$ cat config.mk
export PLATFORM = sky130hd
export DESIGN_NAME = vfdfs_top
export DESIGN_NICKNAME = d
export VERILOG_FILES = /design/src/verilog/vfdfs_pkg.sv /design/src/verilog/vfdfs_glyph_ram.sv /design/src/verilog/vfdfs_top.sv
export SDC_FILE = /design/constraint.sdc
export NUM_CORES = 1
export LEC_CHECK = 0
export CORE_UTILIZATION = 46
export DETAILED_ROUTE_END_ITERATION = 8
export DONT_BUFFER_PORTS = 1
export GPL_TIMING_DRIVEN = 1
export SYNTH_ARGS = -nofsm -noshare
export SYNTH_HDL_FRONTEND = slang
export SYNTH_HIERARCHICAL = 1
export SYNTH_SLANG_ARGS = --single-unit
$ cat constraint.sdc
create_clock -name mclk -period 3.7 [get_ports mclk]
set_input_delay 0.185 -clock mclk [delete_from_list [all_inputs] [get_ports mclk]]
set_output_delay 0.185 -clock mclk [all_outputs]
set_load 0.02 [all_outputs]
$ cat src/verilog/vfdfs_pkg.sv
package vfdfs_pkg;
	// ******************************************************************
	// register access
	// ******************************************************************
	localparam logic [7:0] GLYPH_WR_ADDR   = 8'h05;
	localparam logic [7:0] GLYPH_RD_ADDR   = 8'h85;
	localparam logic [7:0] CONFIG_WR_ADDR  = 8'h04;
	localparam logic [7:0] CONFIG_RD_ADDR  = 8'h84;
	localparam logic [7:0] CONFIG_RESET    = 8'h00;
	localparam int         CFG_SHDN_BIT    = 0;
	localparam int         CFG_LOCK_BIT    = 1;
	localparam int         CFG_BLINK_BIT   = 2;
	localparam int         CFG_CLEAR_BIT   = 5;
	localparam int         CFG_BRESET_BIT  = 4;
	localparam int         CFG_ROWS_BIT    = 3;
	localparam int         SPI_BITS        = 16;

	// ******************************************************************
	// glyph pointer
	// ******************************************************************
	localparam logic [7:0] PTR_FIRST       = 8'h80;
	localparam logic [7:0] PTR_LAST        = 8'haf;
	localparam logic [7:0] PTR_RESET       = 8'h80;
	localparam int         GLYPH_ENTRIES   = 48;
	localparam int         GLYPH_WIDTH     = 7;
	localparam int         GLYPH_ADDR_W    = 6;

	// ******************************************************************
	// multiplex timing
	// ******************************************************************
	localparam int         CLK_MHZ         = 100;
	localparam int         MUX_PERIOD_US   = 100;
	localparam int         MUX_CYCLES      = MUX_PERIOD_US * CLK_MHZ;
	localparam int         MUX_CNT_W       = 14;
	localparam int         PUMP_HALF       = 16;
	localparam int         FIL_HALF        = 64;

	typedef enum logic [1:0] {
		VFDFS_RUN,
		VFDFS_STOPPING,
		VFDFS_HALTED,
		VFDFS_FLUSH
	} vfdfs_pwr_t;
endpackage

$ cat src/verilog/vfdfs_glyph_ram.sv
`timescale 1ns/1ps
module vfdfs_glyph_ram
	import vfdfs_pkg::*;
#(
	parameter int DEPTH = GLYPH_ENTRIES,
	parameter int WIDTH = GLYPH_WIDTH,
	parameter int AW    = GLYPH_ADDR_W
) (
	// clock
	input  wire logic             mclk,
	input  wire logic             ce,
	// access
	input  wire logic             wrEn,
	input  wire logic [AW-1:0]    addr,
	input  wire logic [WIDTH-1:0] wrData,
	output logic      [WIDTH-1:0] rdData
);
	// ******************************************************************
	// power-up glyphs
	// ******************************************************************
	// byte 0 of slots 0..23 hold seven-segment patterns, byte 1 holds zero
	function automatic logic [WIDTH-1:0] preset(input int idx);
		logic [6:0] pat [24];
		pat = '{7'h7e, 7'h30, 7'h6d, 7'h79, 7'h33, 7'h5b, 7'h5f, 7'h70,
			7'h7f, 7'h7b, 7'h77, 7'h1f, 7'h4e, 7'h3d, 7'h4f, 7'h47,
			7'h0d, 7'h15, 7'h76, 7'h1d, 7'h05, 7'h4f, 7'h1c, 7'h3b};
		if (idx[0] || idx / 2 >= 24) begin
			return '0;
		end
		return WIDTH'(pat[idx / 2]);
	endfunction

	logic [WIDTH-1:0] mem [DEPTH];

	// ram carries no reset: contents survive shutdown and only load at start
	initial begin
		for (int i = 0; i < DEPTH; i++) begin
			mem[i] = preset(i);
		end
	end

	always_ff @(posedge mclk) begin
		if (ce) begin
			if (wrEn) begin
				mem[addr] <= wrData;
			end
			rdData <= mem[addr];
		end
	end
endmodule

$ cat src/verilog/vfdfs_top.sv
`timescale 1ns/1ps
// Functional notes
// - read at 0x85 returns glyph at pointer, bit 7 zero, then advance
// - write with bit 7 clear stores low 7 bits, then advance
// - write with bit 7 set loads the pointer, glyphs untouched
// - pointer 0x80..0xAE auto-increments after each data access
// - after an access at 0xAF further data accesses are ignored
// - pointer load of 0xB0..0xFF sets pointer to 0x80
// - slot n uses entries 0x80+2n and the next one
// - power-up glyph patterns in byte 0, zero in byte 1
// - config bit D0 one means run, zero means shutdown
// - register writes accepted during shutdown
// - display test mode overrides shutdown
// - finish current mux period, halt oscillator, blank throughout
// - registers retained unchanged during shutdown
// - pump square wave held low in shutdown, resumes after
// - filament outputs held low in shutdown when filAIsDriver/filBIsDriver set, else hold their level; restored after
// - first mux cycle after exit stays blanked
// - shutdown bit lives in config register with other controls
// - pointer writable but never readable
module vfdfs_top
	import vfdfs_pkg::*;
(
	// clock and reset
	input  wire logic mclk,
	input  wire logic sys_rst,
	input  wire logic ce,
	// serial host port
	input  wire logic spiCsN,
	input  wire logic spiSclk,
	input  wire logic spiDin,
	output logic      spiDout,
	output logic      spiDoutEn,
	// device controls
	input  wire logic displayTest,
	input  wire logic pumpIsClock,
	input  wire logic filAIsDriver,
	input  wire logic filBIsDriver,
	// tube and supply outputs
	output logic      tubeDriverBlank,
	output logic      scanOscillatorRun,
	output logic      muxPeriodTick,
	output logic      pumpOut,
	output logic      filamentDriveA,
	output logic      filamentDriveB,
	// configuration fields toward the scan engine
	output logic      cfgLock,
	output logic      cfgBlinkFast,
	output logic      cfgTwoRow,
	output logic      cfgClearPulse,
	output logic      cfgBlinkResetPulse
);
	// ******************************************************************
	// state
	// ******************************************************************
	typedef struct packed {
		logic [2:0]           csSync;
		logic [2:0]           sclkSync;
		logic [2:0]           dinSync;
		logic                 csLvl;
		logic                 sclkLvl;
		logic [4:0]           bitCnt;
		logic [15:0]          shiftIn;
		logic [7:0]           shiftOut;
		logic                 dout;
		logic                 doutEn;
		logic [7:0]           ptr;
		logic                 ptrDone;
		logic [7:0]           cfgReg;
		logic                 clearPulse;
		logic                 bresetPulse;
		logic                 rdPending;
		vfdfs_pwr_t           pwr;
		logic [MUX_CNT_W-1:0] muxCnt;
		logic                 tick;
		logic                 blank;
		logic [4:0]           pumpCnt;
		logic                 pump;
		logic [6:0]           filCnt;
		logic                 filA;
		logic                 filB;
	} vfdfs_state_t;

	vfdfs_state_t cur_ff;
	vfdfs_state_t nxt_cur;

	localparam logic [MUX_CNT_W-1:0] MUX_LAST = MUX_CNT_W'(MUX_CYCLES - 1);

	logic                   ramWr;
	logic [GLYPH_WIDTH-1:0] ramRd;
	logic [GLYPH_WIDTH-1:0] ramWrData;
	logic [7:0]             ptrOffset;

	// entry index is the pointer minus 0x80, so slot n byte b sits at 2n+b
	assign ptrOffset = cur_ff.ptr - PTR_FIRST;

	vfdfs_glyph_ram u_ram (
		.mclk   (mclk),
		.ce     (ce),
		.wrEn   (ramWr),
		.addr   (ptrOffset[GLYPH_ADDR_W-1:0]),
		.wrData (ramWrData),
		.rdData (ramRd)
	);

	// ******************************************************************
	// next state
	// ******************************************************************
	always_comb begin
		logic       sclkRise;
		logic       sclkFall;
		logic       csIdle;
		logic [7:0] cmd;
		logic [7:0] data;
		logic       wantRun;
		logic       endPeriod;
		sclkRise = 1'b0;
		sclkFall = 1'b0;
		csIdle   = 1'b0;
		cmd      = '0;
		data     = '0;
		wantRun  = 1'b0;
		endPeriod = 1'b0;
		nxt_cur  = cur_ff;
		ramWr    = 1'b0;
		ramWrData = '0;
		nxt_cur.clearPulse  = 1'b0;
		nxt_cur.bresetPulse = 1'b0;
		nxt_cur.tick        = 1'b0;

		// pins pass three flops; a level counts once stages two and three agree
		nxt_cur.csSync   = {cur_ff.csSync[1:0], spiCsN};
		nxt_cur.sclkSync = {cur_ff.sclkSync[1:0], spiSclk};
		nxt_cur.dinSync  = {cur_ff.dinSync[1:0], spiDin};
		if (cur_ff.csSync[2] == cur_ff.csSync[1]) begin
			nxt_cur.csLvl = cur_ff.csSync[2];
		end
		if (cur_ff.sclkSync[2] == cur_ff.sclkSync[1]) begin
			nxt_cur.sclkLvl = cur_ff.sclkSync[2];
		end
		sclkRise = nxt_cur.sclkLvl && !cur_ff.sclkLvl;
		sclkFall = !nxt_cur.sclkLvl && cur_ff.sclkLvl;
		csIdle   = cur_ff.csLvl;

		// serial frame: 8-bit command then 8-bit data, msb first
		if (csIdle) begin
			nxt_cur.bitCnt = '0;
			nxt_cur.doutEn = 1'b0;
			nxt_cur.dout   = 1'b0;
		end else begin
			nxt_cur.doutEn = 1'b1;
			if (sclkRise && cur_ff.bitCnt < 5'(SPI_BITS)) begin
				nxt_cur.shiftIn = {cur_ff.shiftIn[14:0], cur_ff.dinSync[2]};
				nxt_cur.bitCnt  = cur_ff.bitCnt + 5'd1;
			end
			if (sclkFall && cur_ff.bitCnt >= 5'd8) begin
				nxt_cur.dout     = cur_ff.shiftOut[7];
				nxt_cur.shiftOut = {cur_ff.shiftOut[6:0], 1'b0};
			end
		end

		// a read's data comes from ram one cycle after the command byte
		if (cur_ff.rdPending) begin
			nxt_cur.rdPending = 1'b0;
			nxt_cur.shiftOut  = {1'b0, ramRd};
		end

		if (!csIdle && sclkRise && cur_ff.bitCnt == 5'd7) begin
			cmd = {cur_ff.shiftIn[6:0], cur_ff.dinSync[2]};
			nxt_cur.shiftOut = '0;
			if (cmd == GLYPH_RD_ADDR && !cur_ff.ptrDone) begin
				nxt_cur.rdPending = 1'b1;
				if (cur_ff.ptr == PTR_LAST) begin
					nxt_cur.ptrDone = 1'b1;
				end else begin
					nxt_cur.ptr = cur_ff.ptr + 8'd1;
				end
			end else if (cmd == CONFIG_RD_ADDR) begin
				nxt_cur.shiftOut = cur_ff.cfgReg;
			end
			// pointer itself has no read command
		end

		// writes land at the end of the frame, shutdown or not
		if (!csIdle && sclkRise && cur_ff.bitCnt == 5'(SPI_BITS - 1)) begin
			cmd  = cur_ff.shiftIn[14:7];
			data = {cur_ff.shiftIn[6:0], cur_ff.dinSync[2]};
			if (cmd == GLYPH_WR_ADDR) begin
				if (data[7]) begin
					nxt_cur.ptrDone = 1'b0;
					if (data > PTR_LAST) begin
						nxt_cur.ptr = PTR_RESET;
					end else begin
						nxt_cur.ptr = data;
					end
				end else if (!cur_ff.ptrDone) begin
					ramWr     = 1'b1;
					ramWrData = data[6:0];
					if (cur_ff.ptr == PTR_LAST) begin
						nxt_cur.ptrDone = 1'b1;
					end else begin
						nxt_cur.ptr = cur_ff.ptr + 8'd1;
					end
				end
			end else if (cmd == CONFIG_WR_ADDR) begin
				nxt_cur.cfgReg = data;
				nxt_cur.cfgReg[CFG_CLEAR_BIT]  = 1'b0;
				nxt_cur.cfgReg[CFG_BRESET_BIT] = 1'b0;
				nxt_cur.clearPulse  = data[CFG_CLEAR_BIT];
				nxt_cur.bresetPulse = data[CFG_BRESET_BIT];
			end
		end

		// ******************************************************************
		// power sequencing
		// ******************************************************************
		wantRun = cur_ff.cfgReg[CFG_SHDN_BIT] || displayTest;
		endPeriod = cur_ff.muxCnt == MUX_LAST;
		if (cur_ff.pwr != VFDFS_HALTED) begin
			nxt_cur.muxCnt = endPeriod ? '0 : cur_ff.muxCnt + 1'b1;
			nxt_cur.tick   = endPeriod;
		end
		unique case (cur_ff.pwr)
			VFDFS_RUN: begin
				if (!wantRun) begin
					nxt_cur.pwr = VFDFS_STOPPING;
				end
			end
			VFDFS_STOPPING: begin
				// the period in progress runs out before the halt
				if (endPeriod) begin
					nxt_cur.pwr = wantRun ? VFDFS_RUN : VFDFS_HALTED;
				end
			end
			VFDFS_HALTED: begin
				nxt_cur.muxCnt = '0;
				if (wantRun) begin
					nxt_cur.pwr = VFDFS_FLUSH;
				end
			end
			VFDFS_FLUSH: begin
				// stale shift data is flushed while still blanked
				if (endPeriod) begin
					nxt_cur.pwr = VFDFS_RUN;
				end
			end
		endcase
		nxt_cur.blank = nxt_cur.pwr == VFDFS_HALTED
			|| nxt_cur.pwr == VFDFS_FLUSH;

		// pump and filament counters keep phase frozen in shutdown
		if (nxt_cur.pwr == VFDFS_HALTED) begin
			nxt_cur.pump = 1'b0;
			nxt_cur.filA = !filAIsDriver && cur_ff.filA;
			nxt_cur.filB = !filBIsDriver && cur_ff.filB;
		end else begin
			nxt_cur.pumpCnt = cur_ff.pumpCnt + 5'd1;
			if (cur_ff.pumpCnt == 5'(PUMP_HALF - 1)) begin
				nxt_cur.pumpCnt = '0;
				nxt_cur.pump    = pumpIsClock && !cur_ff.pump;
			end
			nxt_cur.filCnt = cur_ff.filCnt + 7'd1;
			if (cur_ff.filCnt == 7'(FIL_HALF - 1)) begin
				nxt_cur.filCnt = '0;
				nxt_cur.filA   = !cur_ff.filA;
				nxt_cur.filB   = cur_ff.filA;
			end
		end
	end

	// ******************************************************************
	// registers
	// ******************************************************************
	always_ff @(posedge mclk) begin
		if (sys_rst) begin
			cur_ff        <= '0;
			cur_ff.csSync <= 3'b111;
			cur_ff.csLvl  <= 1'b1;
			cur_ff.ptr    <= PTR_RESET;
			cur_ff.cfgReg <= CONFIG_RESET;
			cur_ff.pwr    <= VFDFS_RUN;
		end else if (ce) begin
			cur_ff <= nxt_cur;
		end
	end

	assign spiDout            = cur_ff.dout;
	assign spiDoutEn          = cur_ff.doutEn;
	assign tubeDriverBlank    = cur_ff.blank;
	assign scanOscillatorRun  = cur_ff.pwr != VFDFS_HALTED;
	assign muxPeriodTick      = cur_ff.tick;
	assign pumpOut            = cur_ff.pump;
	assign filamentDriveA     = cur_ff.filA;
	assign filamentDriveB     = cur_ff.filB;
	assign cfgLock            = cur_ff.cfgReg[CFG_LOCK_BIT];
	assign cfgBlinkFast       = cur_ff.cfgReg[CFG_BLINK_BIT];
	assign cfgTwoRow          = cur_ff.cfgReg[CFG_ROWS_BIT];
	assign cfgClearPulse      = cur_ff.clearPulse;
	assign cfgBlinkResetPulse = cur_ff.bresetPulse;

	// ******************************************************************
	// checks
	// ******************************************************************
	chk_halt_blank: assert property (@(posedge mclk) disable iff (sys_rst)
		!scanOscillatorRun |-> tubeDriverBlank)
		else $error("halted without blanking");
	chk_pump_low: assert property (@(posedge mclk) disable iff (sys_rst)
		!scanOscillatorRun |-> !pumpOut)
		else $error("pump active in shutdown");
	chk_fil_low: assert property (@(posedge mclk) disable iff (sys_rst)
		(!scanOscillatorRun && filAIsDriver) |-> !filamentDriveA)
		else $error("filament a active in shutdown");
	chk_halt_edge: assert property (@(posedge mclk) disable iff (sys_rst)
		$fell(scanOscillatorRun) |-> $past(cur_ff.muxCnt) == MUX_LAST)
		else $error("halt not at period boundary");
	chk_flush_blank: assert property (@(posedge mclk) disable iff (sys_rst)
		$rose(scanOscillatorRun) |-> tubeDriverBlank)
		else $error("no blank after exit");
	chk_ptr_range: assert property (@(posedge mclk) disable iff (sys_rst)
		cur_ff.ptr >= PTR_FIRST && cur_ff.ptr <= PTR_LAST)
		else $error("pointer out of range");
	chk_done_hold: assert property (@(posedge mclk) disable iff (sys_rst)
		cur_ff.ptrDone |-> !ramWr)
		else $error("write after last entry");
	chk_rd_msb: assert property (@(posedge mclk) disable iff (sys_rst)
		$past(cur_ff.rdPending) && $past(ce) |-> !cur_ff.shiftOut[7])
		else $error("read msb set");
endmodule
==> results.py <==
metrics = {
    "status": {
        "status": "complete, no violations",
    },
    "critical_path": {
        "worstSetupEndpointType": "register",
        "cpMostUsedCell": "ha_1",
        "path_class": "reg -> reg",
        "cp_max_fo": 8,
        "crit_slowest_cell": "or4b_2",
        "cp.arrival_ns": 3.75,
        "cp-start-kind": "register",
        "required_ns": 3.91,
        "worst-r2r-setup-slack_ns": 0.16,
        "path_cells": "ha_1 > and3_1 > ha_1 > nor4b_2 > nand4_1 > nor3_1 > and2_0 > or4b_2 > nor2_1",
        "critPathMaxStageDelay_ns": 0.79,
        "r2r_cells": 9,
    },
    "clock_network": {
        "clk_pin_slew_ns": 0.06,
        "cts_buffers": 46,
        "cts_tree": "built",
        "clock-sinks": 434,
        "htreeDepth": 2,
        "cts_root_buf": "clkbuf_16",
        "clk_latency_ns": 0.59,
        "cts_resized": 0,
        "cts_setup_buffers": 0,
        "cts_buffer_depth": 3,
    },
    "timing": {
        "maxSlewViolCount": 0,
        "fin_crit_ns": 3.54,
        "timing.hold.ws_ns": 0.0316,
        "fin_crit_sh_pct": 95.8,
        "fmax_mhz": 282,
        "worstMarginPinSlew_ns": 1.31,
        "fin_skew_ns": 0.0243,
        "hold_violations": 0,
        "relSlewSlack_pct": 12.3,
        "rsz0062_at_grt": "yes",
        "setup_viol": 0,
    },
    "place": {
        "dp_cells": 1880,
        "dpl-instance-area_mm2": 0.0191,
        "dp_hpwl_um": 29800,
        "gp_congestion": 0.893,
        "io_buffers": 0,
    },
    "pwr": {
        "power_density_mw_per_mm2": 476,
        "peakVddDrop_mv": 0.409,
        "p_leak_nw": 7.64,
        "p_total_mw": 9.89,
    },
    "drt": {
        "ant_nets": 0,
        "vias": 12100,
        "vias_per_cell": 6.10,
        "wl_um": 47700,
        "drt-initial-drc-count": 1191,
        "wl_per_cell_um": 24.1,
        "drtPass1Iterations": 5,
        "route.detailed.drc": 0,
    },
    "grt": {
        "antenna_found_initial": 1,
        "track_usage_pct": 23.7,
        "first_global_vias": 11600,
        "grt_max_degree": 76,
        "grt_pass1_wl_um": 72500,
        "overflow": 0,
    },
    "synthesis": {
        "synthArstFlopShare_pct": 0,
        "ys_warn_count": 6,
        "synth-edff-count": 343,
        "synth-seq-area-share_pct": 66.8,
        "syn_area_per_cell_um2": 13.4,
        "netlist_area_mm2": 0.0181,
        "postSynthCellCount": 1358,
        "ys_ff_latch": 434,
        "ys_types": 89,
        "syn-num-nets": 1375,
        "ys.flop_type": "edfxtp_1",
    },
    "final_layout": {
        "fillers": 3304,
        "diodes": 0,
        "syn_to_final_growth_pct": 14.5,
        "regArea_mm2": 0.0121,
        "instances_no_fill": 1978,
        "stdcell_area_mm2": 0.0208,
        "largest_reg_flops": 336,
        "multi_input_area_mm2": 0.00555,
        "fin_nets": 1439,
        "top_register": "u_ram/mem",
        "top_regs": "u_ram/mem x336, cur_ff x80, u_ram/rdData x7",
        "drive_gt1_share_pct": 16.4,
    },
    "die": {
        "die-area_mm2": 0.0403,
        "io_pins": 23,
        "die_h_um": 201,
        "die_w_um": 201,
        "core_area_mm2": 0.0387,
        "rows": 72,
        "start_util_pct": 46.9,
    },
    "flow_run": {
        "maxCapViolations": 0,
    },
    "min_path": {
        "hold_depth": 3,
        "hp-class": "in -> reg",
    },
}
synthesized netlist by cell type, types with 7 or more instances:
master	n	area [um^2]
edfxtp_1	343	10300
o21ai_0	33	165
buf_2	26	130
inv_1	16	60.1
a211oi_1	12	90.1
ha_1	7	87.6
nor3_1	23	115
dfxtp_1	91	1820
a32oi_1	9	78.8
nand2_1	96	360
xnor2_1	8	70.1
mux2_2	35	394
and3_1	19	119
and2_1	9	56.3
mux2i_1	40	400
a221oi_1	51	447
buf_1	10	37.5
nand4b_1	8	70.1
xor2_1	7	61.3
nor2b_1	9	56.3
o221ai_1	7	61.3
mux4_2	10	225
nand2b_1	10	62.6
nand3_1	40	200
clkbuf_1	45	169
a21oi_1	56	280
o22ai_1	16	100
nand4_1	12	75.1
a22oi_1	40	300
nor2_1	130	488
critical path, delay by kind of cell (launching register included):
family,cells,cell delay [ns]
flops,1,0.39
simple gates,7,2.41
fa+ha+maj,2,0.36
per-stage QoR:
step	setup TNS (ns)	worst slack (ns)	utilization (%)
2_1_floorplan	0	0.0432	-
4_1_cts	0	0.185	53.6
6_report	0	0.157	53.6
3_3_place_gp	0	0.330	49.4
5_1_grt	-0.867	-0.0473	53.6
3_5_place_dp	0	0.250	49.4
what timing repair did:
item | 4_1_cts | 5_1_grt
setup endpoints to repair | 0 | 28
hold buffers | 12 | 0
endpoints found under the hold margin | 89 | 0
layout by cell type, fill, tap and decap left out, types with 47 or more instances in the layout:
master	Yosys	layout
a21oi_1	56	56
a221oi_1	51	51
buf_4	6	92
clkbuf_16	0	47
dfxtp_1	91	88
edfxtp_1	343	343
nand2_1	96	96
nor2_1	130	129
logic make-up (layout without fill, tap and decap cells):
logic type	count (synthesis)	in the layout	synth area share, %
xor+xnor	15	15	0.724
mux	87	87	5.76
compound gates	300	300	12.1
buf+inv	108	210	2.70
flops	434	434	66.8
simple gates	407	407	11.4
fa+ha+maj	7	7	0.483
layout make-up:
cell class              instances  share of cell area (%)
flip-flops and latches        434                    58.4
clock inverters                30                    1.23
clock buffers                  56                    5.92
multi-input cells             816                    26.7
well taps                     518                    3.12
repair buffers                107                    4.36
inverters                      17                   0.307
per-layer routing:
metal | track usage, % | routed length (um) | vias to the layer above
met5 | 0 | 13 | -
met1 | 32.7 | 20200 | 5995
met3 | 3.72 | 3910 | 104
met2 | 37.6 | 21900 | 519
met4 | 9.98 | 1720 | 2
li1 | - | - | 5437
power by group:
| part | switching [mW] | internal (mW) | total [mW] |
|---|---|---|---|
| Sequential | 0.0148 | 5.20 | 5.22 |
| Combinational | 0.0683 | 0.0389 | 0.107 |
| Clock | 1.92 | 2.65 | 4.56 |
| Total | 2.00 | 7.89 | 9.89 |
worst paths after layout:
path / from / endpoint
worst max-delay path: cur_ff[79] / u_ram/mem[33][0]
worst min-delay path: ce / cur_ff[44]
worst max register to register: cur_ff[79] / u_ram/mem[33][0]
worst min register to register: cur_ff[8] / cur_ff[8]
(Power assumes the default switching activity.)
